===== src/rtl/refsel_pkg.sv =====
// Shared constants, types and helpers for the reference selection block.
package refsel_pkg;

  // Register byte offsets on the APB slave.
  localparam logic [4:0] OFF_CTRL     = 5'h00;
  localparam logic [4:0] OFF_HOLDOFF  = 5'h04;
  localparam logic [4:0] OFF_STATUS   = 5'h08;
  localparam logic [4:0] OFF_IRQ_STAT = 5'h0c;
  localparam logic [4:0] OFF_IRQ_MASK = 5'h10;

  typedef enum logic [1:0] {
    MODE_MANUAL    = 2'b00,
    MODE_AUTO      = 2'b01,
    MODE_HOLDOVER  = 2'b10,
    MODE_AUTO_HOLD = 2'b11
  } select_mode_t;

  typedef struct packed {
    logic       revalid_prediv;
    logic [1:0] revalid_count;
    logic [1:0] ref_select;
    logic [1:0] select_mode;
  } ctrl_t;

  typedef struct packed {
    logic [1:0] holdoff_rate_div;
    logic [7:0] holdoff_count;
  } holdoff_cfg_t;

  localparam int CTRL_W    = 7;
  localparam int HCFG_W    = 10;
  localparam int IRQ_W     = 5;
  localparam int STATUS_W  = 4;
  localparam int REVAL_W   = 7;
  localparam int DIV_W     = 17;
  localparam int DIV_EXP0  = 15;

  localparam ctrl_t CTRL_RESET = '{revalid_prediv: 1'b0,
                                   revalid_count:  2'h2,
                                   ref_select:     2'h0,
                                   select_mode:    2'h0};
  localparam holdoff_cfg_t HCFG_RESET = '{holdoff_rate_div: 2'h2,
                                          holdoff_count:    8'h80};

  // Interrupt status bit positions.
  localparam int IRQ_LOS0     = 0;
  localparam int IRQ_REVAL0   = 2;
  localparam int IRQ_FAILOVER = 4;

  localparam logic [1:0] PREDIV_LAST = 2'h3;

  // Valid periods (after the prescaler) needed to re-validate an input.
  function automatic logic [REVAL_W-1:0] revalid_periods(
      input logic [1:0] code);
    case (code)
      2'h0:    revalid_periods = 7'h02;
      2'h1:    revalid_periods = 7'h10;
      2'h2:    revalid_periods = 7'h20;
      default: revalid_periods = 7'h40;
    endcase
  endfunction

  // Last VCXO pulse count of one hold-off tick: 2^(15+rate) - 1, with rate 3 giving 2^17 - 1 as rate 2 does.
  function automatic logic [DIV_W-1:0] div_terminal(
      input logic [1:0] rate);
    case (rate)
      2'h0:    div_terminal = 17'h07fff;
      2'h1:    div_terminal = 17'h0ffff;
      default: div_terminal = 17'h1ffff;
    endcase
  endfunction

endpackage


===== src/rtl/refsel_ctrl.sv =====
// Reference input selection and failover timing with its APB registers.
`timescale 1ns/100ps
module refsel_ctrl (
  input  wire logic        pclk,
  input  wire logic        presetn,
  input  wire logic [4:0]  paddr,
  input  wire logic        psel,
  input  wire logic        penable,
  input  wire logic        pwrite,
  input  wire logic [31:0] pwdata,
  output logic      [31:0] prdata,
  output logic             pready,
  output logic             pslverr,
  input  wire logic        vcxo_pulse,
  input  wire logic [1:0]  los_event,
  input  wire logic [1:0]  period_ok,
  input  wire logic [1:0]  period_missing,
  output logic             ref_mux_sel,
  output logic      [1:0]  los_flag,
  output logic             holdoff_running,
  output logic             irq
);
  typedef enum logic [1:0] {
    ST_TRACK   = 2'b00,
    ST_HOLDOFF = 2'b01
  } hold_state_t;

  refsel_pkg::ctrl_t        ctrl_reg, ctrl_next;
  refsel_pkg::holdoff_cfg_t hcfg_reg, hcfg_next;
  logic [refsel_pkg::IRQ_W-1:0] stat_reg, stat_next;
  logic [refsel_pkg::IRQ_W-1:0] mask_reg, mask_next;
  logic [31:0]              rdata_reg, rdata_next;
  logic                     err_reg, err_next;
  hold_state_t              state_reg, state_next;
  logic                     active_reg, active_next;

  logic                     setup;
  logic                     access;
  logic                     wr_ctrl;
  logic                     wr_hcfg;
  logic                     wr_mask;
  logic                     rd_stat;
  logic                     mapped;
  logic [1:0]               lost;
  logic [1:0]               revalidated;
  logic                     expire;
  logic                     failover;
  logic                     sel_bit;
  logic                     mode_auto;
  logic                     mode_hold;
  refsel_pkg::ctrl_t        wctrl;
  logic [refsel_pkg::IRQ_W-1:0] events;

  // APB decode: zero wait states, answer in the access cycle.
  assign setup   = psel && !penable;
  assign access  = psel && penable;
  assign pready  = access;
  assign prdata  = rdata_reg;
  assign pslverr = access && err_reg;

  assign mapped = paddr == refsel_pkg::OFF_CTRL ||
                  paddr == refsel_pkg::OFF_HOLDOFF ||
                  paddr == refsel_pkg::OFF_STATUS ||
                  paddr == refsel_pkg::OFF_IRQ_STAT ||
                  paddr == refsel_pkg::OFF_IRQ_MASK;

  assign wr_ctrl = access && pwrite && paddr == refsel_pkg::OFF_CTRL;
  assign wr_hcfg = access && pwrite && paddr == refsel_pkg::OFF_HOLDOFF;
  assign wr_mask = access && pwrite && paddr == refsel_pkg::OFF_IRQ_MASK;
  assign rd_stat = access && !pwrite && paddr == refsel_pkg::OFF_IRQ_STAT;

  assign wctrl = refsel_pkg::ctrl_t'(pwdata[refsel_pkg::CTRL_W-1:0]);

  // Per-input re-validation channels.
  for (genvar i = 0; i < 2; i++) begin : g_chan
    revalid_chan u_chan (
      .pclk           (pclk),
      .presetn        (presetn),
      .los_event      (los_event[i]),
      .period_ok      (period_ok[i]),
      .period_missing (period_missing[i]),
      .revalid_count  (ctrl_reg.revalid_count),
      .revalid_prediv (ctrl_reg.revalid_prediv),
      .los_flag       (lost[i]),
      .revalidated    (revalidated[i])
    );
  end

  holdoff_timer u_timer (
    .pclk       (pclk),
    .presetn    (presetn),
    .vcxo_pulse (vcxo_pulse),
    .run        (state_reg == ST_HOLDOFF),
    .cfg        (hcfg_reg),
    .expire     (expire)
  );

  // Register file next values.
  always_comb begin
    ctrl_next  = ctrl_reg;
    hcfg_next  = hcfg_reg;
    mask_next  = mask_reg;
    rdata_next = rdata_reg;
    err_next   = err_reg;
    if (wr_ctrl) begin
      ctrl_next = wctrl;
    end
    if (wr_hcfg) begin
      hcfg_next = refsel_pkg::holdoff_cfg_t'(
        pwdata[refsel_pkg::HCFG_W-1:0]);
    end
    if (wr_mask) begin
      mask_next = pwdata[refsel_pkg::IRQ_W-1:0];
    end
    if (setup) begin
      err_next   = !mapped;
      rdata_next = 32'h0000_0000;
      if (!pwrite) begin
        case (paddr)
          refsel_pkg::OFF_CTRL: begin
            rdata_next = {25'h0, ctrl_reg};
          end
          refsel_pkg::OFF_HOLDOFF: begin
            rdata_next = {22'h0, hcfg_reg};
          end
          refsel_pkg::OFF_STATUS: begin
            rdata_next = {28'h0, state_reg == ST_HOLDOFF,
                          active_reg, lost};
          end
          refsel_pkg::OFF_IRQ_STAT: begin
            rdata_next = {27'h0, stat_reg};
          end
          refsel_pkg::OFF_IRQ_MASK: begin
            rdata_next = {27'h0, mask_reg};
          end
          default: begin
            rdata_next = 32'h0000_0000;
          end
        endcase
      end
    end
  end

  // Sticky events; a read clears only the bits it returned, and a new
  // event in the same cycle stays set.
  assign events = {failover, revalidated, los_event};

  always_comb begin
    stat_next = stat_reg;
    if (rd_stat) begin
      stat_next = stat_reg & ~rdata_reg[refsel_pkg::IRQ_W-1:0];
    end
    stat_next = stat_next | events;
  end

  // Reference selection and holdover sequencing.
  assign sel_bit   = ctrl_reg.ref_select[0];
  assign mode_auto = ctrl_reg.select_mode[0];
  assign mode_hold = ctrl_reg.select_mode[1];

  always_comb begin
    active_next = active_reg;
    state_next  = state_reg;
    failover    = 1'b0;
    if (wr_ctrl) begin
      state_next = ST_TRACK;
      if (!wctrl.select_mode[0]) begin
        active_next = wctrl.ref_select[0];
      end
    end else begin
      case (refsel_pkg::select_mode_t'(ctrl_reg.select_mode))
        refsel_pkg::MODE_MANUAL: begin
          state_next  = ST_TRACK;
          active_next = sel_bit;
        end
        refsel_pkg::MODE_AUTO: begin
          state_next = ST_TRACK;
          if (lost[active_reg] && !lost[!active_reg]) begin
            active_next = !active_reg;
            failover    = 1'b1;
          end
        end
        default: begin
          case (state_reg)
            ST_TRACK: begin
              if (lost[active_reg]) begin
                state_next = ST_HOLDOFF;
              end
            end
            ST_HOLDOFF: begin
              if (expire) begin
                active_next = !active_reg;
                failover    = 1'b1;
                state_next  = ST_TRACK;
              end else if (!lost[active_reg]) begin
                state_next = ST_TRACK;
              end
            end
            default: begin
              state_next = ST_TRACK;
            end
          endcase
        end
      endcase
    end
  end

  always_ff @(posedge pclk or negedge presetn) begin
    if (!presetn) begin
      ctrl_reg   <= refsel_pkg::CTRL_RESET;
      hcfg_reg   <= refsel_pkg::HCFG_RESET;
      stat_reg   <= '0;
      mask_reg   <= '0;
      rdata_reg  <= 32'h0000_0000;
      err_reg    <= 1'b0;
      state_reg  <= ST_TRACK;
      active_reg <= 1'b0;
    end else begin
      ctrl_reg   <= ctrl_next;
      hcfg_reg   <= hcfg_next;
      stat_reg   <= stat_next;
      mask_reg   <= mask_next;
      rdata_reg  <= rdata_next;
      err_reg    <= err_next;
      state_reg  <= state_next;
      active_reg <= active_next;
    end
  end

  assign ref_mux_sel     = active_reg;
  assign los_flag        = lost;
  assign holdoff_running = state_reg == ST_HOLDOFF;
  assign irq             = |(stat_reg & mask_reg);

  manual_select_a: assert property (@(posedge pclk)
    disable iff (!presetn)
    (ctrl_reg.select_mode == refsel_pkg::MODE_MANUAL && !wr_ctrl) |=>
      ref_mux_sel == $past(ctrl_reg.ref_select[0]))
    else $error("Manual mode did not follow ref_select.");

  auto_ignores_sel_a: assert property (@(posedge pclk)
    disable iff (!presetn)
    (mode_auto && !wr_ctrl && !lost[active_reg]) |=> $stable(ref_mux_sel))
    else $error("Automatic mode changed input without a loss.");

  holdoff_start_a: assert property (@(posedge pclk)
    disable iff (!presetn)
    (mode_hold && state_reg == ST_TRACK && lost[active_reg] && !wr_ctrl)
      |=> holdoff_running)
    else $error("Hold-off did not start on loss of the active input.");

  failover_switch_a: assert property (@(posedge pclk)
    disable iff (!presetn)
    (state_reg == ST_HOLDOFF && expire && !wr_ctrl) |=>
      ref_mux_sel != $past(ref_mux_sel) && stat_reg[refsel_pkg::IRQ_FAILOVER])
    else $error("Hold-off expiry did not switch the reference.");

  los_sticky_a: assert property (@(posedge pclk) disable iff (!presetn)
    los_event[0] |=> stat_reg[refsel_pkg::IRQ_LOS0] ##1 los_flag[0])
    else $error("Loss event was not recorded.");
endmodule


===== src/rtl/revalid_chan.sv =====
// Re-validation counter and loss-of-signal flag for one reference input.
`timescale 1ns/100ps
module revalid_chan (
  input  wire logic       pclk,
  input  wire logic       presetn,
  input  wire logic       los_event,
  input  wire logic       period_ok,
  input  wire logic       period_missing,
  input  wire logic [1:0] revalid_count,
  input  wire logic       revalid_prediv,
  output logic            los_flag,
  output logic            revalidated
);
  logic [refsel_pkg::REVAL_W-1:0] cnt_reg, cnt_next;
  logic [1:0]                     pre_reg, pre_next;
  logic                           flag_reg, flag_next;
  logic                           done_reg, done_next;

  always_comb begin
    cnt_next  = cnt_reg;
    pre_next  = pre_reg;
    flag_next = flag_reg;
    done_next = 1'b0;
    if (los_event) begin
      flag_next = 1'b1;
      cnt_next  = refsel_pkg::revalid_periods(revalid_count);
      pre_next  = 2'h0;
    end else if (flag_reg) begin
      if (period_missing) begin
        cnt_next = refsel_pkg::revalid_periods(revalid_count);
        pre_next = 2'h0;
      end else if (period_ok) begin
        if (revalid_prediv && pre_reg != refsel_pkg::PREDIV_LAST) begin
          pre_next = pre_reg + 2'h1;
        end else begin
          pre_next = 2'h0;
          cnt_next = cnt_reg - 7'h01;
          if (cnt_reg <= 7'h01) begin
            cnt_next  = 7'h00;
            flag_next = 1'b0;
            done_next = 1'b1;
          end
        end
      end
    end
  end

  always_ff @(posedge pclk or negedge presetn) begin
    if (!presetn) begin
      cnt_reg  <= 7'h00;
      pre_reg  <= 2'h0;
      flag_reg <= 1'b0;
      done_reg <= 1'b0;
    end else begin
      cnt_reg  <= cnt_next;
      pre_reg  <= pre_next;
      flag_reg <= flag_next;
      done_reg <= done_next;
    end
  end

  assign los_flag    = flag_reg;
  assign revalidated = done_reg;

  los_load_a: assert property (@(posedge pclk) disable iff (!presetn)
    los_event |=> flag_reg &&
      cnt_reg == refsel_pkg::revalid_periods($past(revalid_count)))
    else $error("Loss event did not load the re-validation counter.");

  missing_restart_a: assert property (@(posedge pclk)
    disable iff (!presetn)
    (flag_reg && !los_event && period_missing) |=>
      cnt_reg == refsel_pkg::revalid_periods($past(revalid_count)))
    else $error("Missing period did not restart re-validation.");

  flag_clear_a: assert property (@(posedge pclk) disable iff (!presetn)
    $fell(flag_reg) |-> done_reg && cnt_reg == 7'h00)
    else $error("Flag cleared without counter reaching zero.");
endmodule


===== src/rtl/holdoff_timer.sv =====
// Hold-off tick divider and hold-off down counter.
`timescale 1ns/100ps
module holdoff_timer (
  input  wire logic                     pclk,
  input  wire logic                     presetn,
  input  wire logic                     vcxo_pulse,
  input  wire logic                     run,
  input  wire refsel_pkg::holdoff_cfg_t cfg,
  output logic                          expire
);
  logic [refsel_pkg::DIV_W-1:0] div_reg, div_next;
  logic [7:0]                   cnt_reg, cnt_next;
  logic                         exp_reg, exp_next;
  logic                         tick;

  // A tick is the last VCXO pulse of one divided period.
  assign tick = vcxo_pulse &&
    div_reg == refsel_pkg::div_terminal(cfg.holdoff_rate_div);

  always_comb begin
    div_next = div_reg;
    cnt_next = cnt_reg;
    exp_next = 1'b0;
    if (!run) begin
      div_next = '0;
      cnt_next = cfg.holdoff_count;
    end else if (vcxo_pulse) begin
      div_next = tick ? '0 : div_reg + 17'h00001;
      if (tick) begin
        cnt_next = cnt_reg - 8'h01;
        if (cnt_reg <= 8'h01) begin
          exp_next = 1'b1;
          cnt_next = cfg.holdoff_count;
        end
      end
    end
  end

  always_ff @(posedge pclk or negedge presetn) begin
    if (!presetn) begin
      div_reg <= '0;
      cnt_reg <= refsel_pkg::HCFG_RESET.holdoff_count;
      exp_reg <= 1'b0;
    end else begin
      div_reg <= div_next;
      cnt_reg <= cnt_next;
      exp_reg <= exp_next;
    end
  end

  assign expire = exp_reg;

  tick_rate_a: assert property (@(posedge pclk) disable iff (!presetn)
    (run && vcxo_pulse && !tick) |=> div_reg == $past(div_reg) + 17'h1)
    else $error("Hold-off divider did not advance on a VCXO pulse.");

  reload_zero_a: assert property (@(posedge pclk) disable iff (!presetn)
    exp_reg |-> cnt_reg == $past(cfg.holdoff_count) &&
      $past(cnt_reg) <= 8'h01 && $past(tick))
    else $error("Hold-off counter did not reload at its zero transition.");
endmodule


===== config.mk =====
export PLATFORM = sky130hd
export DESIGN_NAME = refsel_ctrl
export DESIGN_NICKNAME = d
export VERILOG_FILES = /design/src/rtl/refsel_pkg.sv /design/src/rtl/refsel_ctrl.sv /design/src/rtl/revalid_chan.sv /design/src/rtl/holdoff_timer.sv
export SDC_FILE = /design/constraint.sdc
export NUM_CORES = 1
export LEC_CHECK = 0
export BUFFER_PORTS_ARGS = -buffer_cell sky130_fd_sc_hd__buf_4
export CAP_MARGIN = 15
export CORE_ASPECT_RATIO = 0.7
export CORE_UTILIZATION = 40
export DETAILED_ROUTE_END_ITERATION = 10
export MAX_ROUTING_LAYER = met4
export SYNTH_ARGS = -nofsm -noshare
export SYNTH_HDL_FRONTEND = slang
export SYNTH_SLANG_ARGS = --single-unit

===== constraint.sdc =====
create_clock -name pclk -period 2.35 [get_ports pclk]
set_input_delay 0.3525 -clock pclk [delete_from_list [all_inputs] [get_ports pclk]]
set_output_delay 0.3525 -clock pclk [all_outputs]
set_load 0.005 [all_outputs]

==> metrics.csv, run 1 <==
stage,metric,value,unit
route,DRC violation count after routing,0,
cells_and_area,cell area after layout,5640,um2
placed_design,Final HPWL DP,8.80,mm
timing,final setup vio count,0,
critical_path,Critical Path AT,2.45,ns
logic_synthesis,Syn Area/Cell,9.60,um2
critical_path,Crit path buffers/inverters,0,
route,WL met2,4.59,mm
die,Die W,134,um
route,Antenna Nets Post-Route,0,
timing,Tcrit/Tclk final,94.8,%
die,die area,12700,um2
logic_synthesis,commonest cells in the netlist,"dfrtp_1 (84), nand2_1 (65), nor2_1 (49), o21ai_0 (28), buf_4 (24)",
critical_path,CP required,2.58,ns
global_route,first-pass GRT wire length,19.1,mm
logic_synthesis,main area contributors after synthesis,"dfrtp_1 (43%), nand2_1 (5.0%), nor2_1 (3.8%)",
critical_path,r2r setup slk,0.12,ns
logic_synthesis,Netlist cell types,72,
route,DR vias/cell,5.50,
clocking,CTS tree,done,
timing,worst setup margin,0.122,ns
route,met3 WL,788,um
logic_synthesis,most frequent cell after synthesis,dfrtp_1,
logic_synthesis,total number of yosys warnings,0,
clocking,deepest clock path buffer count,2,
timing,slew of the pin with the lowest slew margin,0.588,ns
route,routed len/inst,16.2,um
critical_path,number of cells on the critical path,6,
route,DR pass1 iterations,5,
clocking,Post-CTS Hold Fix Bufs,0,
cells_and_area,fraction of layout cells with a size suffix above 1,19.4,%
flow_run,Max Cap Viol,0,
clocking,post-CTS setup buffers,0,
global_route,initial antenna violation count,0,
clocking,H-tree depth,3,
logic_synthesis,top-area cell type share of the netlist area,42.9,%
clocking,CTS root buf,clkbuf_16,
timing,fin. max-slew vios,0,
logic_synthesis,dominant cell type by area after synthesis,dfrtp_1,
route,highest metal used,met4,
placed_design,Setup WS pre-CTS,0.101,ns
clocking,post-cts sizing count,0,
clocking,worst skew pair latency,0.34,ns
timing,"Hold Vio Cnt, Final",0,
cells_and_area,Multi-input gate area,2470,um2
hold_path,Hold Path Class,in -> async,
critical_path,r2r worst-path depth,6,
global_route,largest net degree at the start of global routing,43,
status,outcome,"complete, no violations",
critical_path,crit path max-delay cell type,or4_4,
cells_and_area,final net count,619,
cells_and_area,"Core Util, Final",47.7,%
logic_synthesis,"Primary FF master, synth",dfrtp_1,
critical_path,R2R Path Start,u_timer.div_reg[0],
timing,Slew HR,60.4,%
logic_synthesis,Yosys reg bits,88,
die,FP Rows,33,
placed_design,dpl cell area,5350,um2
critical_path,RR Endpoint,u_timer.cnt_reg[4],
timing,Clock Skew,0.00746,ns
power_and_ir_drop,total chip power,3.84,mW
logic_synthesis,register area share after synthesis,45.1,%
critical_path,CP startpoint kind,flop,
timing,RSZ-0062 raised after global routing,no,
power_and_ir_drop,VDD IR-drop max,0.412,mV
power_and_ir_drop,P_leak,2.53,nW
logic_synthesis,cell count after synthesis,510,
route,total wire length,11.7,mm
die,Ports,88,
die,core area,11800,um2
critical_path,"Largest stage delay, worst path",0.55,ns
route,met1 wire length,6.14,mm
timing,Peak Freq,0.449,GHz
critical_path,WS Path Type,reg -> reg,
global_route,gr ovfl total,0,
cells_and_area,area grow syn2layout,15.2,%
global_route,number of global-route vias before repair,3571,
timing,min Tclk post-route,2.23,ns
route,via count,3974,
critical_path,CP max FO,8,
die,Starting Density,41.4,%
critical_path,crit-path cells,ha_1 > nand4_2 > or4_4 > nor3_4 > nand3_1 > a32o_1,
placed_design,IO Port Bufs,43,
clocking,CTS sink cnt,88,
global_route,all-layer global routing usage,20.2,%
cells_and_area,# fillers,1113,
logic_synthesis,"Cell Area, Synth",4890,um2
cells_and_area,n_diodes,0,
cells_and_area,Seq. cell area,2210,um2
die,DIE HEIGHT,94.6,um
logic_synthesis,Post-synth EDFFs,0,
power_and_ir_drop,total power divided by cell area,681,nW/um2
clocking,CTS Buf Count,9,
clocking,"Clk pin slew, worst setup/hold paths",0.06,ns
timing,setup_tns,0,ns
logic_synthesis,asr flop ratio synth,100,%
cells_and_area,max FFs per register,17,
critical_path,"CP delay by family, top",simple AND/OR/NAND/NOR gates,
critical_path,CP endpoint kind,flop,
route,drt initial violations,267,
placed_design,GP Congestion,0.876,
-- how the worst max path moves through the flow --
| stage | startpoint | end | slack [ns] |
|---|---|---|---|
| after floorplan | u_timer.cnt_reg[3] | u_timer.cnt_reg[2] | 0.26 |
| after global placement | u_timer.div_reg[0] | u_timer.cnt_reg[4] | 0.20 |
| after detailed placement | u_timer.div_reg[0] | u_timer.cnt_reg[4] | 0.10 |
| after CTS | u_timer.div_reg[0] | u_timer.cnt_reg[4] | 0.13 |
| after global routing | u_timer.div_reg[0] | u_timer.cnt_reg[4] | 0.05 |
| final | u_timer.div_reg[0] | u_timer.cnt_reg[4] | 0.12 |
-- cell usage in the layout (no fill, tap or decap), drive strengths merged, types with 8 or more instances in the layout --
| cell | synthesis | final |
|---|---|---|
| conb | 1 | 22 |
| or3 | 10 | 10 |
| nand3 | 8 | 8 |
| clkbuf | 9 | 13 |
| nor2 | 49 | 49 |
| nor4 | 8 | 8 |
| ha | 9 | 9 |
| nand2 | 65 | 65 |
| nand2b | 12 | 12 |
| nor3 | 22 | 22 |
| a21oi | 21 | 21 |
| o21ai | 33 | 33 |
| buf | 26 | 55 |
| a21o | 8 | 8 |
| inv | 15 | 15 |
| mux2 | 16 | 16 |
| dfrtp | 84 | 84 |
-- per-stage QoR --
stage / cells / hold slack (ns)
after detailed placement: 707 / 0.380
after CTS: 723 / 0.0130
after global routing: 723 / 0.0407
final: 723 / 0.00338
after global placement: 707 / 0.376
after floorplan: 531 / 0.0569
-- power by group --
| part | internal (mW) | total (mW) | leakage, nW | switching [mW] |
|---|---|---|---|---|
| sequential | 1.63 | 1.76 | 1.16 | 0.131 |
| combinational | 0.313 | 0.699 | 1.22 | 0.386 |
| clock | 0.798 | 1.38 | 0.145 | 0.584 |
| total | 2.74 | 3.84 | 2.53 | 1.10 |
-- metal layers --
metal,vias up,GRT usage (%)
met2,142,26.5
met1,1909,30.0
met3,14,4.83
li1,1909,-
met5,-,-
met4,0,6.27
-- kinds of logic (layout without fill, tap and decap cells) --
group | count (synthesis) | after routing | synth area share (%)
AND/OR/NAND/NOR | 210 | 210 | 21.6
multiplexers | 26 | 26 | 6.75
adder cells (fa/ha/maj) | 9 | 9 | 2.30
other | 1 | 22 | 0.0766
flip-flops | 88 | 88 | 45.1
AO/OA/AOI/OAI | 113 | 113 | 15.9
XOR/XNOR | 12 | 12 | 2.15
buffers and inverters | 51 | 86 | 6.11
-- final cells by class --
cell class / count / area share [%]
clock buffers: 13 / 4.79
clock inverters: 3 / 0.266
inverters: 15 / 0.999
multi-input cells: 392 / 43.8
flip-flops and latches: 88 / 39.1
well taps: 157 / 3.48
repair buffers: 55 / 7.55
Note: power is estimated with default switching activity, not from simulation.
==> run 2, diff against run 1 <==
==> constraint.sdc (replaced) <==
create_clock -name pclk -period 2.35 [get_ports pclk]
set_input_delay 0.1175 -clock pclk [delete_from_list [all_inputs] [get_ports pclk]]
set_output_delay 0.1175 -clock pclk [all_outputs]
set_load 0.005 [all_outputs]
==> run 2 against run 1 <==
  * Cell count grew 0.14%
  * Critical endpoint is now u_timer.cnt_reg[2]
  * Clock-buffer cell count is 1 lower
  * Total power up 3.0%
  * Hold slack gained 0.00075 ns
  * Critical path depth unchanged
  * Combinational power about the same
  * Clock skew up 0.00077 ns
  * Wire length is 0.27% lower
  * Largest cell class unchanged
  * Highest routed layer unchanged
  * Sequential cell count unchanged
  * Core utilization increased by 0.36 points
==> metrics.csv, run 2 (synthesis results as in run 1) <==
stage,metric,value,unit,change
timing,Clock Skew,0.00823,ns,+0.000768 ns
timing,slew of the pin with the lowest slew margin,0.638,ns,+0.0502 ns
placed_design,IO Port Bufs,43,,unchanged
clocking,"Clk pin slew, worst setup/hold paths",0.07,ns,about the same
global_route,largest net degree at the start of global routing,89,,+110%
critical_path,crit-path cells,inv_1 > ha_1 > nor2_1 > or3_1 > o41a_1 > o221a_1,,
critical_path,CP startpoint kind,flop,,
hold_path,hold path cells,3,,
clocking,CTS tree,done,,
die,die area,12700,um2,unchanged
clocking,deepest clock path buffer count,2,,unchanged
hold_path,Min-Delay Startpoint,pwdata[6],,
route,via count,3964,,-0.25%
route,DRC violation count after routing,0,,unchanged
die,Starting Density,41.4,%,unchanged
critical_path,Crit path buffers/inverters,1,,+1
power_and_ir_drop,Clk pwr share,37.8,%,+1.8 points
timing,Slew HR,57.0,%,-3.4 points
placed_design,Setup WS pre-CTS,0.0910,ns,-0.00986 ns
hold_path,hold worst-path end,ctrl_reg[6],,
status,outcome,"complete, no violations",,
critical_path,r2r worst-path depth,6,,unchanged
die,FP Rows,33,,unchanged
timing,"Hold Vio Cnt, Final",0,,unchanged
route,DR vias/cell,5.48,,-0.39%
placed_design,Final HPWL DP,8.65,mm,-1.8%
power_and_ir_drop,NetSw,1.09,mW,-1.2%
cells_and_area,max FFs per register,17,,unchanged
die,DIE HEIGHT,94.6,um,unchanged
power_and_ir_drop,P_leak,2.53,nW,+0.28%
clocking,worst skew pair latency,0.34,ns,about the same
cells_and_area,"most common cell after layout, fill and taps aside",dfrtp_1,,
critical_path,CP required,2.57,ns,about the same
critical_path,"Largest stage delay, worst path",0.51,ns,-0.04 ns
timing,Tcrit/Tclk final,94.1,%,-0.75 points
critical_path,"CP delay by family, top",compound AO/OA/AOI/OAI gates,,
global_route,number of global-route vias before repair,3555,,-0.45%
critical_path,WS Path Type,reg -> reg,,
global_route,first-pass GRT wire length,19.0,mm,-0.54%
critical_path,RR Endpoint,u_timer.cnt_reg[2],,
clocking,CTS Buf Count,9,,unchanged
critical_path,Critical Path AT,2.43,ns,-0.02 ns
cells_and_area,final net count,620,,+0.16%
critical_path,r2r setup slk,0.14,ns,+0.02 ns
critical_path,R2R Path Start,u_timer.cnt_reg[0],,
die,Ports,88,,unchanged
critical_path,CP endpoint kind,flop,,
power_and_ir_drop,Int Power,2.87,mW,+4.7%
placed_design,GP Congestion,0.847,,-3.3%
die,Die W,134,um,unchanged
timing,final setup vio count,0,,unchanged
route,DR pass1 iterations,4,,-1
route,drt initial violations,329,,+23%
timing,worst setup margin,0.139,ns,+0.0176 ns
route,Antenna Nets Post-Route,0,,unchanged
global_route,initial antenna violation count,0,,unchanged
critical_path,CP max FO,6,,-2
clocking,CTS root buf,clkbuf_16,,
power_and_ir_drop,Sw Share,27.5,%,-1.2 points
route,total wire length,11.7,mm,-0.27%
timing,fin. max-slew vios,0,,unchanged
clocking,CTS sink cnt,88,,unchanged
timing,setup_tns,0,ns,unchanged
die,core area,11800,um2,unchanged
flow_run,Max Cap Viol,0,,unchanged
route,routed len/inst,16.1,um,-0.40%
power_and_ir_drop,total power divided by cell area,696,nW/um2,+2.2%
cells_and_area,n_diodes,0,,unchanged
critical_path,crit path max-delay cell type,o41a_1,,
timing,min Tclk post-route,2.21,ns,-0.0176 ns
clocking,H-tree depth,3,,unchanged
global_route,gr ovfl total,0,,unchanged
power_and_ir_drop,VDD IR-drop max,0.398,mV,-3.4%
hold_path,Hold Path Class,in -> reg,,
cells_and_area,area grow syn2layout,16.1,%,
timing,RSZ-0062 raised after global routing,no,,
cells_and_area,"commonest cells after routing, fill and taps aside","dfrtp_1 (84), nand2_1 (65), buf_4 (50)",,
power_and_ir_drop,combinational group share of total power,17.7,%,-0.5 points
cells_and_area,fraction of layout cells with a size suffix above 1,18.3,%,-1.1 points
global_route,all-layer global routing usage,20.0,%,-0.16 points
timing,Peak Freq,0.452,GHz,+0.80%
power_and_ir_drop,sequential share of power,44.5,%,-1.3 points
## run 2: cell types whose count changed in the layout (fill, tap and decap cells not counted)
cell,change
a2111oi_0,-1
dlygate4sd3_1,+5
clkbuf_1,+2
a2111oi_1,+1
bufinv_16,+2
buf_4,-4
clkbuf_8,-3
clkinv_2,-1
## run 2: how the worst max path moves through the flow
stage	slack [ns]	cells after the start	from	endpoint
2_1_floorplan	0.26	5	u_timer.cnt_reg[3]	u_timer.cnt_reg[2]
3_3_place_gp	0.21	6	u_timer.div_reg[0]	u_timer.cnt_reg[4]
3_5_place_dp	0.09	5	u_timer.div_reg[0]	u_timer.cnt_reg[2]
4_1_cts	0.09	5	u_timer.div_reg[0]	u_timer.cnt_reg[2]
5_1_grt	0.02	6	u_timer.div_reg[0]	u_timer.cnt_reg[0]
6_report	0.14	6	u_timer.cnt_reg[0]	u_timer.cnt_reg[2]
## run 2: area by class of cell
cell class	instances	area, um2
Clock buffer	12	236
Clock inverter	4	70.1
Fill cell	1096	6130
Inverter	15	56.3
Multi-Input combinational cell	392	2470
Sequential cell	88	2210
Tap cell	157	196
Timing Repair Buffer	56	445
## run 2: repair_timing
action                                 4_1_cts  5_1_grt
gates resized for setup                      0        1
endpoints found under the hold margin       89        0
hold buffers                                 5        0
setup endpoints to repair                    0        2
buffers inserted                             0        0
## run 2: power groups by stage
stage	Combinational, mW	Sequential, mW	Clock [mW]
2_1_floorplan	0.497	1.74	0
3_3_place_gp	0.671	1.78	0
3_5_place_dp	0.686	1.78	0
4_1_cts	0.695	1.76	1.54
5_1_grt	0.779	1.78	1.60
6_report	0.701	1.76	1.49
## run 2: metrics by stage
stage | total power, mW | hold slack, ns | util, % | area [um2] | cells
2_1_floorplan | 2.23 | -0.178 | - | 4970 | 531
3_3_place_gp | 2.45 | 0.200 | 45.1 | 5320 | 703
3_5_place_dp | 2.47 | 0.202 | 45.1 | 5320 | 703
4_1_cts | 3.99 | 0.00108 | 48.1 | 5680 | 724
5_1_grt | 4.15 | 0.000621 | 48.1 | 5680 | 724
6_report | 3.96 | 0.00414 | 48.1 | 5680 | 724
## run 2: worst reg2reg max path, cell delays in order (launching register included)
cell     delay, ns
dfrtp_1       0.43
inv_1         0.08
ha_1          0.25
nor2_1        0.11
or3_1         0.43
o41a_1        0.51
o221a_1       0.28
## run 2: per-layer routing
metal / GRT usage [%] / part of all wire, % / vias up
met1: 30.7 / 53 / 1924
met5: - / 0 / -
met4: 4.78 / 1.0 / 0
met2: 26.3 / 40 / 119
met3: 4.13 / 6.1 / 12
li1: - / - / 1909
